`config.mk`:
```
export PLATFORM = sky130hd
export DESIGN_NAME = icc_input_capture_channel
export DESIGN_NICKNAME = d
export VERILOG_FILES = /design/src/rtl/icc_pkg.sv /design/src/rtl/icc_fifo.sv /design/src/rtl/icc_input_capture_channel.sv
export SDC_FILE = /design/constraint.sdc
export NUM_CORES = 1
export LEC_CHECK = 0
export BUFFER_PORTS_ARGS = -buffer_cell sky130_fd_sc_hd__buf_2
export CAP_MARGIN = 20
export CORE_ASPECT_RATIO = 1.5
export CORE_UTILIZATION = 52
export CTS_BUF_LIST = sky130_fd_sc_hd__clkbuf_4 sky130_fd_sc_hd__clkbuf_8
export DETAILED_ROUTE_END_ITERATION = 6
export GPL_TIMING_DRIVEN = 0
export PLACE_DENSITY = 0.77
export SLEW_MARGIN = 20
export SYNTH_ARGS = -nofsm -noshare
export SYNTH_HDL_FRONTEND = slang
export SYNTH_SLANG_ARGS = --single-unit
```
`constraint.sdc`:
```
create_clock -name clk -period 2.4 [get_ports clk]
set_clock_uncertainty 0.05 [all_clocks]
set_input_delay 0.24 -clock clk [delete_from_list [all_inputs] [get_ports clk]]
set_output_delay 0.24 -clock clk [all_outputs]
set_load 0.01 [all_outputs]
```
`src/rtl/icc_pkg.sv`:
```
/*
  Package for the input capture channel: register offsets, field
  positions, reset values, modes and carrier structs.
  Assumes a 32-bit AXI4-Lite register bus and 16-bit shared timers.
*/
package icc_pkg;
  localparam logic [3:0] ICC_CTRL_OFS = 4'h0;
  localparam logic [3:0] ICC_BUF_OFS = 4'h4;
  localparam logic [3:0] ICC_IRQSTAT_OFS = 4'h8;
  localparam logic [3:0] ICC_IRQMASK_OFS = 4'hC;
  localparam int ICC_MODE_LSB = 0;
  localparam int ICC_BNE_BIT = 3;
  localparam int ICC_OV_BIT = 4;
  localparam int ICC_CPI_LSB = 5;
  localparam int ICC_TSEL_BIT = 7;
  localparam int ICC_SIDL_BIT = 13;
  localparam logic [15:0] ICC_CTRL_RESET = 16'h0000;
  localparam logic [15:0] ICC_CTRL_WMASK = 16'h20E7;
  localparam logic [2:0] ICC_IRQ_RESET = 3'h0;
  localparam int ICC_IRQ_CAP = 0;
  localparam int ICC_IRQ_OVF = 1;
  localparam int ICC_IRQ_WAKE = 2;
  localparam int ICC_FIFO_DEPTH = 4;
  localparam int ICC_PRE4_COUNT = 4;
  localparam int ICC_PRE16_COUNT = 16;
  localparam logic [1:0] ICC_RESP_OKAY = 2'h0;
  localparam logic [1:0] ICC_RESP_SLVERR = 2'h2;

  typedef enum logic [2:0] {
    ICC_MODE_OFF = 3'h0,
    ICC_MODE_BOTH = 3'h1,
    ICC_MODE_FALL = 3'h2,
    ICC_MODE_RISE = 3'h3,
    ICC_MODE_PRE4 = 3'h4,
    ICC_MODE_PRE16 = 3'h5,
    ICC_MODE_UNUSED = 3'h6,
    ICC_MODE_WAKE = 3'h7
  } icc_mode_t;

  typedef struct packed {
    logic idleStop;
    logic timeBaseSelect;
    logic [1:0] capturesPerInterrupt;
    icc_mode_t captureModeSelect;
  } icc_ctrl_t;

  typedef struct packed {
    logic sleepMode;
    logic idleMode;
  } icc_power_t;
endpackage
```
`src/rtl/icc_fifo.sv`:
```
/*
  Small capture FIFO with registered read data.
  Assumes the caller never pushes when full or pops when empty.
*/
`timescale 1ns/1ps
module icc_fifo
  import icc_pkg::*;
#(
  parameter int WIDTH = 16,
  parameter int DEPTH = ICC_FIFO_DEPTH
)
(
  input wire logic clk,
  input wire logic rst,
  input wire logic push,
  input wire logic [WIDTH-1:0] pushData,
  input wire logic pop,
  input wire logic flush,
  output logic [WIDTH-1:0] popData,
  output logic [$clog2(DEPTH):0] fillLevel
);
  localparam int AW = $clog2(DEPTH);
  logic [WIDTH-1:0] mem [DEPTH];
  logic [AW-1:0] wrPtr;
  logic [AW-1:0] rdPtr;

  always_ff @(posedge clk)
  begin
    if (push)
    begin
      mem[wrPtr] <= pushData;
    end
  end

  always_ff @(posedge clk or posedge rst)
  begin
    if (rst)
    begin
      wrPtr <= '0;
      rdPtr <= '0;
      fillLevel <= '0;
      popData <= '0;
    end
    else if (flush)
    begin
      wrPtr <= '0;
      rdPtr <= '0;
      fillLevel <= '0;
    end
    else
    begin
      if (push)
      begin
        wrPtr <= AW'(wrPtr + 1'b1);
      end
      if (pop)
      begin
        popData <= mem[rdPtr];
        rdPtr <= AW'(rdPtr + 1'b1);
      end
      fillLevel <= (AW+1)'(fillLevel + push - pop);
    end
  end
endmodule

```
`src/rtl/icc_input_capture_channel.sv`:
```
/*
  One input capture channel: edge detection, prescaler, timer select,
  four-entry capture FIFO, status flags, interrupt and AXI4-Lite slave.
  Assumes the two shared timers and power-mode levels come from logic on
  clk; the capture pin is asynchronous.
*/
// Implementation choices: the address map and the AXI4-Lite register port.
`timescale 1ns/1ps
// Function
// On a capture event store the selected 16-bit timer count
// Mode 011 every rising, 010 every falling, 001 both edges
// Mode 100 every fourth rising edge, 101 every sixteenth
// Modes 000 and 110 disable the channel
// Mode 111 gives rising-edge interrupt only in Sleep or Idle
// Interrupt after every 1st, 2nd, 3rd or 4th capture
// Both-edge mode interrupts on every capture, ignoring the count
// Four-entry FIFO holds captured values for software
// Bit 3 reads high while the buffer holds unread values
// Bit 4 flags overflow; only hardware clears it
// Bit 7 set selects first timer, clear selects second
// Bit 13 set halts the channel in Idle mode
// DMA users set the per-interrupt count to 00
// Capture pin events wake the device from Sleep and Idle
// Up to eight channels, each picking either shared timer
// Reading the buffer returns and removes the oldest value
// Capture with four held sets overflow; read-empty clears it
module icc_input_capture_channel
  import icc_pkg::*;
(
  input wire logic clk,
  input wire logic rst,
  input wire logic capture_input_pin,
  input wire logic [15:0] first_shared_timer,
  input wire logic [15:0] second_shared_timer,
  input wire icc_power_t powerState,
  input wire logic s_axi_awvalid,
  output logic s_axi_awready,
  input wire logic [3:0] s_axi_awaddr,
  input wire logic s_axi_wvalid,
  output logic s_axi_wready,
  input wire logic [31:0] s_axi_wdata,
  input wire logic [3:0] s_axi_wstrb,
  output logic s_axi_bvalid,
  input wire logic s_axi_bready,
  output logic [1:0] s_axi_bresp,
  input wire logic s_axi_arvalid,
  output logic s_axi_arready,
  input wire logic [3:0] s_axi_araddr,
  output logic s_axi_rvalid,
  input wire logic s_axi_rready,
  output logic [31:0] s_axi_rdata,
  output logic [1:0] s_axi_rresp,
  output logic captureEvent,
  output logic wakeRequest,
  output logic irq
);
  icc_ctrl_t ctrl;
  logic [2:0] irqStatus;
  logic [2:0] irqMask;
  logic pinMeta;
  logic pinSync;
  logic pinLast;
  logic riseEdge;
  logic fallEdge;
  logic [3:0] preCount;
  logic [1:0] cpiCount;
  logic overflowFlag;
  logic captureFire;
  logic capIrqFire;
  logic doPush;
  logic doPop;
  logic halted;
  logic [15:0] selTimer;
  logic [15:0] popData;
  logic [2:0] fillLevel;
  logic bufferNotEmpty;
  logic awHeld;
  logic wHeld;
  logic [3:0] awAddr;
  logic [31:0] wData;
  logic [3:0] wStrb;
  logic wrFire;
  logic rdFire;
  logic rdPending;
  logic [3:0] rdAddr;
  logic rdBufSel;
  logic channelOn;

  // Pin is asynchronous: two flops before any edge logic
  always_ff @(posedge clk or posedge rst)
  begin
    if (rst)
    begin
      pinMeta <= 1'b0;
      pinSync <= 1'b0;
      pinLast <= 1'b0;
    end
    else
    begin
      pinMeta <= capture_input_pin;
      pinSync <= pinMeta;
      pinLast <= pinSync;
    end
  end

  assign riseEdge = pinSync & ~pinLast;
  assign fallEdge = ~pinSync & pinLast;
  assign halted = ctrl.idleStop & powerState.idleMode;
  assign channelOn = ~halted && ctrl.captureModeSelect != ICC_MODE_OFF
    && ctrl.captureModeSelect != ICC_MODE_UNUSED
    && ctrl.captureModeSelect != ICC_MODE_WAKE;
  assign bufferNotEmpty = fillLevel != 3'h0;

  always_comb
  begin
    captureFire = 1'b0;
    if (channelOn)
    begin
      unique case (ctrl.captureModeSelect)
        ICC_MODE_RISE: captureFire = riseEdge;
        ICC_MODE_FALL: captureFire = fallEdge;
        ICC_MODE_BOTH: captureFire = riseEdge | fallEdge;
        ICC_MODE_PRE4: captureFire = riseEdge && preCount == 4'(ICC_PRE4_COUNT - 1);
        ICC_MODE_PRE16: captureFire = riseEdge && preCount == 4'(ICC_PRE16_COUNT - 1);
        default: captureFire = 1'b0;
      endcase
    end
  end

  // Prescaler counts rising edges, restarts on mode change
  always_ff @(posedge clk or posedge rst)
  begin
    if (rst)
    begin
      preCount <= 4'h0;
    end
    else if (!channelOn || wrFire && awAddr == ICC_CTRL_OFS)
    begin
      preCount <= 4'h0;
    end
    else if (riseEdge)
    begin
      preCount <= captureFire ? 4'h0 : 4'(preCount + 1'b1);
    end
  end

  assign selTimer = ctrl.timeBaseSelect ? first_shared_timer : second_shared_timer;
  assign doPush = captureFire && fillLevel < 3'(ICC_FIFO_DEPTH);
  assign doPop = rdFire && rdBufSel && bufferNotEmpty;

  icc_fifo #(.WIDTH(16), .DEPTH(ICC_FIFO_DEPTH)) u_fifo (
    .clk(clk),
    .rst(rst),
    .push(doPush),
    .pushData(selTimer),
    .pop(doPop),
    .flush(1'b0),
    .popData(popData),
    .fillLevel(fillLevel)
  );

  // Overflow: new event with buffer full is dropped, cleared on read-empty
  always_ff @(posedge clk or posedge rst)
  begin
    if (rst)
    begin
      overflowFlag <= 1'b0;
    end
    else if (captureFire && fillLevel == 3'(ICC_FIFO_DEPTH))
    begin
      overflowFlag <= 1'b1;
    end
    else if (doPop && fillLevel == 3'h1)
    begin
      overflowFlag <= 1'b0;
    end
  end

  // Captures-per-interrupt counter; both-edge mode bypasses it
  always_ff @(posedge clk or posedge rst)
  begin
    if (rst)
    begin
      cpiCount <= 2'h0;
    end
    else if (!channelOn || wrFire && awAddr == ICC_CTRL_OFS)
    begin
      cpiCount <= 2'h0;
    end
    else if (captureFire)
    begin
      cpiCount <= capIrqFire ? 2'h0 : 2'(cpiCount + 1'b1);
    end
  end

  assign capIrqFire = captureFire && (ctrl.captureModeSelect == ICC_MODE_BOTH
    || cpiCount == ctrl.capturesPerInterrupt);
  assign captureEvent = capIrqFire;
  assign wakeRequest = ctrl.captureModeSelect == ICC_MODE_WAKE && riseEdge
    && (powerState.sleepMode || powerState.idleMode);

  // AXI4-Lite write: address and data taken in either order
  assign s_axi_awready = ~awHeld & ~s_axi_bvalid;
  assign s_axi_wready = ~wHeld & ~s_axi_bvalid;
  assign wrFire = awHeld & wHeld & ~s_axi_bvalid;

  always_ff @(posedge clk or posedge rst)
  begin
    if (rst)
    begin
      awHeld <= 1'b0;
      wHeld <= 1'b0;
      awAddr <= 4'h0;
      wData <= 32'h0000_0000;
      wStrb <= 4'h0;
      s_axi_bvalid <= 1'b0;
      s_axi_bresp <= ICC_RESP_OKAY;
    end
    else
    begin
      if (s_axi_awvalid && s_axi_awready)
      begin
        awHeld <= 1'b1;
        awAddr <= s_axi_awaddr;
      end
      if (s_axi_wvalid && s_axi_wready)
      begin
        wHeld <= 1'b1;
        wData <= s_axi_wdata;
        wStrb <= s_axi_wstrb;
      end
      if (wrFire)
      begin
        awHeld <= 1'b0;
        wHeld <= 1'b0;
        s_axi_bvalid <= 1'b1;
        s_axi_bresp <= (awAddr == ICC_CTRL_OFS || awAddr == ICC_IRQMASK_OFS
          || awAddr == ICC_BUF_OFS || awAddr == ICC_IRQSTAT_OFS)
          ? ICC_RESP_OKAY : ICC_RESP_SLVERR;
      end
      else if (s_axi_bvalid && s_axi_bready)
      begin
        s_axi_bvalid <= 1'b0;
      end
    end
  end

  // Control register; flag bits are hardware-owned so the mask drops them
  always_ff @(posedge clk or posedge rst)
  begin
    if (rst)
    begin
      ctrl <= icc_ctrl_t'({ICC_CTRL_RESET[ICC_SIDL_BIT], ICC_CTRL_RESET[7:5],
        ICC_CTRL_RESET[2:0]});
      irqMask <= ICC_IRQ_RESET;
    end
    else if (wrFire)
    begin
      if (awAddr == ICC_CTRL_OFS)
      begin
        if (wStrb[0])
        begin
          ctrl.timeBaseSelect <= wData[ICC_TSEL_BIT] & ICC_CTRL_WMASK[ICC_TSEL_BIT];
          ctrl.capturesPerInterrupt <= wData[ICC_CPI_LSB +: 2];
          ctrl.captureModeSelect <= icc_mode_t'(wData[ICC_MODE_LSB +: 3]);
        end
        if (wStrb[1])
        begin
          ctrl.idleStop <= wData[ICC_SIDL_BIT];
        end
      end
      else if (awAddr == ICC_IRQMASK_OFS && wStrb[0])
      begin
        irqMask <= wData[2:0];
      end
    end
  end

  // AXI4-Lite read: one outstanding, answer two cycles after address
  assign s_axi_arready = ~rdPending & ~s_axi_rvalid;
  assign rdFire = s_axi_arvalid & s_axi_arready;
  assign rdBufSel = s_axi_araddr == ICC_BUF_OFS;

  always_ff @(posedge clk or posedge rst)
  begin
    if (rst)
    begin
      rdPending <= 1'b0;
      rdAddr <= 4'h0;
    end
    else
    begin
      rdPending <= rdFire;
      if (rdFire)
      begin
        rdAddr <= s_axi_araddr;
      end
    end
  end

  always_ff @(posedge clk or posedge rst)
  begin
    if (rst)
    begin
      s_axi_rvalid <= 1'b0;
      s_axi_rdata <= 32'h0000_0000;
      s_axi_rresp <= ICC_RESP_OKAY;
    end
    else if (rdPending)
    begin
      s_axi_rvalid <= 1'b1;
      s_axi_rresp <= ICC_RESP_OKAY;
      unique case (rdAddr)
        ICC_CTRL_OFS: s_axi_rdata <= {16'h0000, 2'h0, ctrl.idleStop, 5'h00,
          ctrl.timeBaseSelect, ctrl.capturesPerInterrupt, overflowFlag,
          bufferNotEmpty, ctrl.captureModeSelect};
        ICC_BUF_OFS: s_axi_rdata <= {16'h0000, popData};
        ICC_IRQSTAT_OFS: s_axi_rdata <= {29'h0, irqStatus};
        ICC_IRQMASK_OFS: s_axi_rdata <= {29'h0, irqMask};
        default:
        begin
          s_axi_rdata <= 32'h0000_0000;
          s_axi_rresp <= ICC_RESP_SLVERR;
        end
      endcase
    end
    else if (s_axi_rvalid && s_axi_rready)
    begin
      s_axi_rvalid <= 1'b0;
    end
  end

  // Cleared as the read data is latched, so the read still sees the bits
  always_ff @(posedge clk or posedge rst)
  begin
    if (rst)
    begin
      irqStatus <= ICC_IRQ_RESET;
    end
    else
    begin
      irqStatus <= ((rdPending && rdAddr == ICC_IRQSTAT_OFS) ? 3'h0 : irqStatus)
        | {wakeRequest, captureFire && fillLevel == 3'(ICC_FIFO_DEPTH), capIrqFire};
    end
  end

  assign irq = |(irqStatus & irqMask);

  a_push_timer: assert property (@(posedge clk) disable iff (rst)
    doPush |=> u_fifo.fillLevel != 3'h0) else $error("push lost");
  a_off_mode: assert property (@(posedge clk) disable iff (rst)
    (ctrl.captureModeSelect inside {ICC_MODE_OFF, ICC_MODE_UNUSED}) |-> !captureFire)
    else $error("capture while off");
  a_rise_cap: assert property (@(posedge clk) disable iff (rst)
    (channelOn && ctrl.captureModeSelect == ICC_MODE_RISE && riseEdge) |-> captureFire)
    else $error("rise missed");
  a_fall_cap: assert property (@(posedge clk) disable iff (rst)
    (ctrl.captureModeSelect == ICC_MODE_FALL && captureFire) |-> fallEdge)
    else $error("bad fall capture");
  a_pre_count: assert property (@(posedge clk) disable iff (rst)
    (ctrl.captureModeSelect == ICC_MODE_PRE4 && captureFire) |-> preCount == 4'h3)
    else $error("prescale off");
  a_wake_only: assert property (@(posedge clk) disable iff (rst)
    wakeRequest |-> (powerState.sleepMode || powerState.idleMode) && !captureFire)
    else $error("wake misuse");
  a_fifo_bound: assert property (@(posedge clk) disable iff (rst)
    fillLevel <= 3'(ICC_FIFO_DEPTH)) else $error("fifo overrun");
  a_ovf_set: assert property (@(posedge clk) disable iff (rst)
    (captureFire && fillLevel == 3'(ICC_FIFO_DEPTH)) |=> overflowFlag)
    else $error("overflow not set");
  a_idle_halt: assert property (@(posedge clk) disable iff (rst)
    halted |-> !doPush) else $error("capture in idle");
  a_both_irq: assert property (@(posedge clk) disable iff (rst)
    (ctrl.captureModeSelect == ICC_MODE_BOTH && captureFire) |-> capIrqFire)
    else $error("both-edge irq missed");

  c_capture: cover property (@(posedge clk) doPush);
  c_overflow: cover property (@(posedge clk) $rose(overflowFlag));
  c_wake: cover property (@(posedge clk) wakeRequest);
  c_irq: cover property (@(posedge clk) $rose(irq));
endmodule

```
Word level (Yosys, flattened, before mapping):

Memory sizes are Yosys's and may differ from the RTL's. A register that Yosys moved wholly into a read port is not among the register bits.
Index checks and enable logic that the tools add are counted.

* bits in writable memories: 64
* memories kept: 1
* output and inout port bits: 44
* input bits: 86
* flip-flop bits (word level): 95

Memory list
* u_fifo.mem: depth 4, bits a word 16, read ports 1, clocked after Yosys merged registers in 1, write ports 1, RTL line icc_fifo.sv:23 `logic [WIDTH-1:0] mem [DEPTH];`

* $lt $le $gt $ge: 1
* $add $sub $neg: 6
* reduce and logical (&&, ||, !) cells: 43
* equality and inequality tests: 20
* bitwise gates (word level): 21
* muxes and demuxes: 25

Operator list (number)
* one-hot mux 16 bit (4 select lines): 1
* equality test 4 bit (second input constant): 5
* logical AND 1 bit: 20
* two-way mux 16 bit: 1
* nonzero test 2 bit: 7
* two-way mux 1 bit: 13
* equality test 3 bit (second input constant): 4
* equality test 4 x 3 -> 1 bit (second input constant): 3
* two-way mux 4 bit: 3
* two-way mux 2 bit: 5
* bitwise AND 1 bit: 9
* NOT 1 bit: 9
* AND reduction 3 bit: 3
* logical NOT 4 bit: 2
* adder 2 x 1 -> 2 bit (second input constant): 3
* equality test 3 x 1 -> 1 bit (second input constant): 2
* equality test 3 x 2 -> 1 bit (second input constant): 2
* logical OR 1 bit: 6
* != test 3 bit (second input constant): 2
* nonzero test 3 bit: 2
* one-hot mux 1 bit (5 select lines): 1
* adder 4 x 1 -> 4 bit (second input constant): 1
* equality test 4 x 2 -> 1 bit (second input constant): 1
* OR reduction 4 bit: 1
* 10 further kinds: 10

Depth between registers and ports, before layout:

* depth in word-level cells: 10
* mapped depth: 11
* gate-level depth less buffers: 10

Modules after synthesis:

From an unflattened synthesis, not the netlist that was laid out.

* cell total of the unflattened synthesis: 431
* area, all modules: 6580.1 sq um

Modules (own cells, without submodules)
* icc_fifo: area each 3398.3 sq um, instances 1, cells each 156
* icc_input_capture_channel: area each 3181.8 sq um, instances 1, cells each 275

Least setup slack after synthesis:

No wires, ideal clock.

* path type: register -> register
* from: register u_fifo.fillLevel[1]
* to: register u_fifo.fillLevel[2]
* stages on the path, launching flop included: 12
* path buffers: 1
* data arrival time: 2.303 ns
* clock period less this slack: 2.476 ns
* required time: 2.227 ns
* path slack: -0.076 ns
* cells stage by stage: dfrtp_1 or3_1 nand3_4 buf_6 inv_1 ha_1 inv_1 ha_1 inv_1 fa_1 xnor2_1 xnor2_1

* elaborated cells between the ends (all ways): 6
* those cells by class: add/sub (2); order compare (1); reduce/logical (3)

RTL lines
* from (decl): RTL line icc_fifo.sv:20 `output logic [$clog2(DEPTH):0] fillLevel`
* from (signal assigned): RTL line icc_fifo.sv:61 `fillLevel <= (AW+1)'(fillLevel + push - pop);`
* nonzero test 3 bit: RTL line icc_input_capture_channel.sv:112 `assign bufferNotEmpty = fillLevel != 3'h0;`
* logical AND 1 bit: RTL line icc_input_capture_channel.sv:149 `assign doPop = rdFire && rdBufSel && bufferNotEmpty;`
* net doPop: RTL line icc_input_capture_channel.sv:71 `logic doPop;`
* subtractor 3 x 1 -> 3 bit: RTL line icc_fifo.sv:61

The timed path passes the listed nets, and every way through them passes these cells.
A chain may end at the register's enable or synchronous reset.

Final worst setup path:

* from: register pinLast
* to: register u_fifo.fillLevel[2]

* longest elaborated chain between the ends: 8
* elaborated cells between the ends (all ways): 11
* those cells by class: add/sub (2); mux (2); bitwise (4); reduce/logical (3)

Ends and longest elaborated chain
* from (decl): RTL line icc_input_capture_channel.sv:62 `logic pinLast;`
* from (signal assigned): RTL line icc_input_capture_channel.sv:102 `pinLast <= pinSync;`
* NOT 1 bit: RTL line icc_input_capture_channel.sv:106 `assign riseEdge = pinSync & ~pinLast;`
* bitwise AND 1 bit: RTL line icc_input_capture_channel.sv:106
* bitwise OR 1 bit (tied with other cells): RTL line icc_input_capture_channel.sv:122 `ICC_MODE_BOTH: captureFire = riseEdge | fallEdge;`
* one-hot mux 1 bit (5 select lines) *: RTL line icc_input_capture_channel.sv:119 `unique case (ctrl.captureModeSelect)`
* two-way mux 1 bit *: RTL line icc_input_capture_channel.sv:117 `if (channelOn)`
* logical AND 1 bit *: RTL line icc_input_capture_channel.sv:148 `assign doPush = captureFire && fillLevel < 3'(ICC_FIFO_DEPTH);`
* net doPush: RTL line icc_input_capture_channel.sv:70 `logic doPush;`
* adder 3 x 1 -> 3 bit *: RTL line icc_fifo.sv:61
* subtractor 3 x 1 -> 3 bit *: RTL line icc_fifo.sv:61

The timed path passes the listed nets; every way through them passes the cells marked *.

==> metrics.csv <==
metric;value;unit
p_leak;0.00347;uW
critPathRequiredTime;2.68;ns
synth_compound_area_frac;0.0559;
syn_area_per_cell;14.8;um^2
antenna_found_initial;0;
synth.largest_area_cell;dfrtp_1;
yosys.area_share.simple;0.0722;
min_period_over_period;0.958;
endpoint;u_fifo.fillLevel[2];
slew_violations;0;
place_congestion;0.769;
cp.arrival;2.58;ns
synthDistinctLibCells;58;
first_pass_iters;4;
grt_pass1_wl;20.7;mm
cts.sinks;150;
synth_top_cell_area_share;0.326;
seq_area;4080;um^2
synthArstFlopShare;0.573;
setup_tns;0;ns
synth-main-ff-cell;dfrtp_1;
final_cell_mix;buf_2 (91), dfrtp_1 (84), edfxtp_1 (64);
drc;0;
hold_slack;0.0321;ns
multiInputGateArea;2330;um^2
synth-edff-count;64;
synth_xor_area_frac;0.00929;
row_count;50;
clk_pin_slew_worst_paths;0.09;ns
power.density;996;nW/um^2
r2r_slack;0.10;ns
reg2reg_to;u_fifo.fillLevel[2];
dp_hpwl;8.74;mm
grt_max_degree;36;
ant_nets;0;
hold_violations;0;
max_slew_margin;0.381;
synth_cells;446;
place_inst;705;
route.vias.total;4127;
synth.area.mux_share;0.172;
worst_setup_path_start_kind;flip-flop;
htreeDepth;4;
mostFrequentLayoutCell;buf_2;
routedWlPerCell;16.4;um
port_buffers;84;
insertion_delay;0.45;ns
cts_tree;done;
cts-buffers-inserted;17;
grt_pass1_vias;4107;
maxCapViolCount;0;
status;complete, no violations;
vdd_ir_drop_max;432;uV
end_kind;flip-flop;
die_w;94.0;um
grt_use_total;0.209;
die_h;140;um
areaGrowthSynthToFinish;23.7;%
initial_core_util;0.530;
cts_root_buf;clkbuf_8;
nets;697;
yosys.area_share.adder;0.0201;
overflow;0;
drive_above_1_share;0.430;
ys_seq_area_frac;0.617;
fillers;887;
path_class;flip-flop to flip-flop;
r2r_cells;11;
fmax;435;MHz
ios;130;
r2r-start;pinLast;
crit_start;pinLast;
finalSetupViolCount;0;
viasPerCell;5.36;
drt-total-wl;12.6;mm
min_period;2.30;ns
ys_ff_latch;150;
syn-cell-area;6600;um^2
yosys_warnings;0;
die-area;13200;um^2
tightest_slew;0.919;ns
synth.area.top_cells;dfrtp_1 (33%), edfxtp_1 (29%), mux2_2 (8.5%);
cp_max_fo;3;
drt_iter0_drc;155;
synth_top_family_by_area;multiplexers;
clk_path_buf_depth;2;
fin_cells;770;
core;12400;um^2
hold_depth;3;
hp-class;input pin to flip-flop;
diodes;0;
[how the worst min path moves through the flow]
stage                      start              to  slack (ns)
2_1_floorplan  capture_input_pin         pinMeta        0.22
3_3_place_gp             pinMeta         pinSync        0.30
3_5_place_dp                 rst  s_axi_rdata[9]        0.29
4_1_cts             s_axi_rready    s_axi_rvalid       0.007
5_1_grt             s_axi_rready    s_axi_rvalid        0.01
6_report            s_axi_rready    s_axi_rvalid        0.03
[registers in the layout, indices dropped and copies added (netlist names), 2 cells and up]
| register | flops |
|---|---|
| preCount | 4 |
| rdAddr | 4 |
| cpiCount | 2 |
| u_fifo.mem | 64 |
| ctrl | 7 |
| u_fifo.fillLevel | 3 |
| awAddr | 4 |
| irqStatus | 3 |
| s_axi_rdata | 16 |
| wData | 7 |
| u_fifo.rdPtr | 2 |
| wStrb | 2 |
| u_fifo.wrPtr | 2 |
| u_fifo.popData | 16 |
| irqMask | 3 |
[final cells by class]
cell class	count	area share
Sequential cell	150	0.499
Multi-Input combinational cell	247	0.286
Timing Repair Buffer	119	0.0935
Buffer	37	0.0305
Clock buffer	17	0.0287
Clock inverter	15	0.0244
Tap cell	156	0.0239
Inverter	29	0.0141
[worst max-delay path, cell delays in order, from the launching register on]
cell     delay, ns
dfrtp_1       0.39
inv_1         0.06
ha_2          0.19
buf_6         0.10
and4b_1       0.21
o21a_2        0.20
o211a_4       0.19
ha_4          0.13
inv_2         0.03
fa_2          0.35
xnor2_2       0.15
xnor2_1       0.13
[stage by stage]
| step | total power (uW) | instance area, um^2 | worst slack [ns] | util |
|---|---|---|---|---|
| 3_5_place_dp | 5950 | 7370 | -0.255 | 0.592 |
| 5_1_grt | 8570 | 8170 | -0.00213 | 0.656 |
| 6_report | 8130 | 8170 | 0.101 | 0.656 |
| 4_1_cts | 8120 | 8100 | -0.00414 | 0.651 |
| 2_1_floorplan | 5290 | 6720 | -0.0133 | - |
| 3_3_place_gp | 5810 | 7330 | -0.169 | 0.589 |
[layer usage]
metal / share of wire / track usage / wire length [um]
met3: 0.044 / 0.0554 / 557
met5: 0 / 0 / 0
met2: 0.53 / 0.354 / 6680
met1: 0.39 / 0.247 / 4970
met4: 0.032 / 0.0939 / 403
[report_power, final]
group | internal, uW | leakage (uW) | total (uW) | switching [uW]
Combinational | 1240 | 0.00159 | 2360 | 1120
Sequential | 3270 | 0.00166 | 3670 | 401
Clock | 1070 | 0.000218 | 2110 | 1030
[cell usage after synthesis (2+ instances only)]
library cell	count
mux4_2	19
buf_4	20
nand2b_1	3
inv_1	29
or3_1	2
nor3_1	2
xnor2_1	7
a21o_1	2
a21oi_1	10
clkbuf_1	6
o21ai_1	2
buf_2	8
nand2_1	8
nor3b_1	3
buf_6	2
nor4b_2	2
and2_1	4
mux2_2	50
edfxtp_1	64
nand4_1	6
a22oi_1	8
mux2_4	9
nand4b_1	2
o21ai_0	14
dfrtp_1	86
o22ai_1	2
nor2_1	21
ha_1	9
nand3_1	16
o21a_1	2
[repair_timing]
action,4_1_cts,5_1_grt
hold buffers,22,0
endpoints found under the setup margin,67,3
endpoints found under the hold margin,47,0
resized for setup,15,2
buffers inserted,5,6
pin swaps,4,6
[cell families (layout without fill, tap and decap cells)]
kind of cell,Yosys count,in the layout
multiplexers,79,79
other,1,18
AND/OR/NAND/NOR,80,80
AO/OA/AOI/OAI,53,53
XOR/XNOR,7,7
flip-flops,150,150
adder cells (fa/ha/maj),10,10
buffers and inverters,66,217
Note: power is estimated with default switching activity, not from simulation.
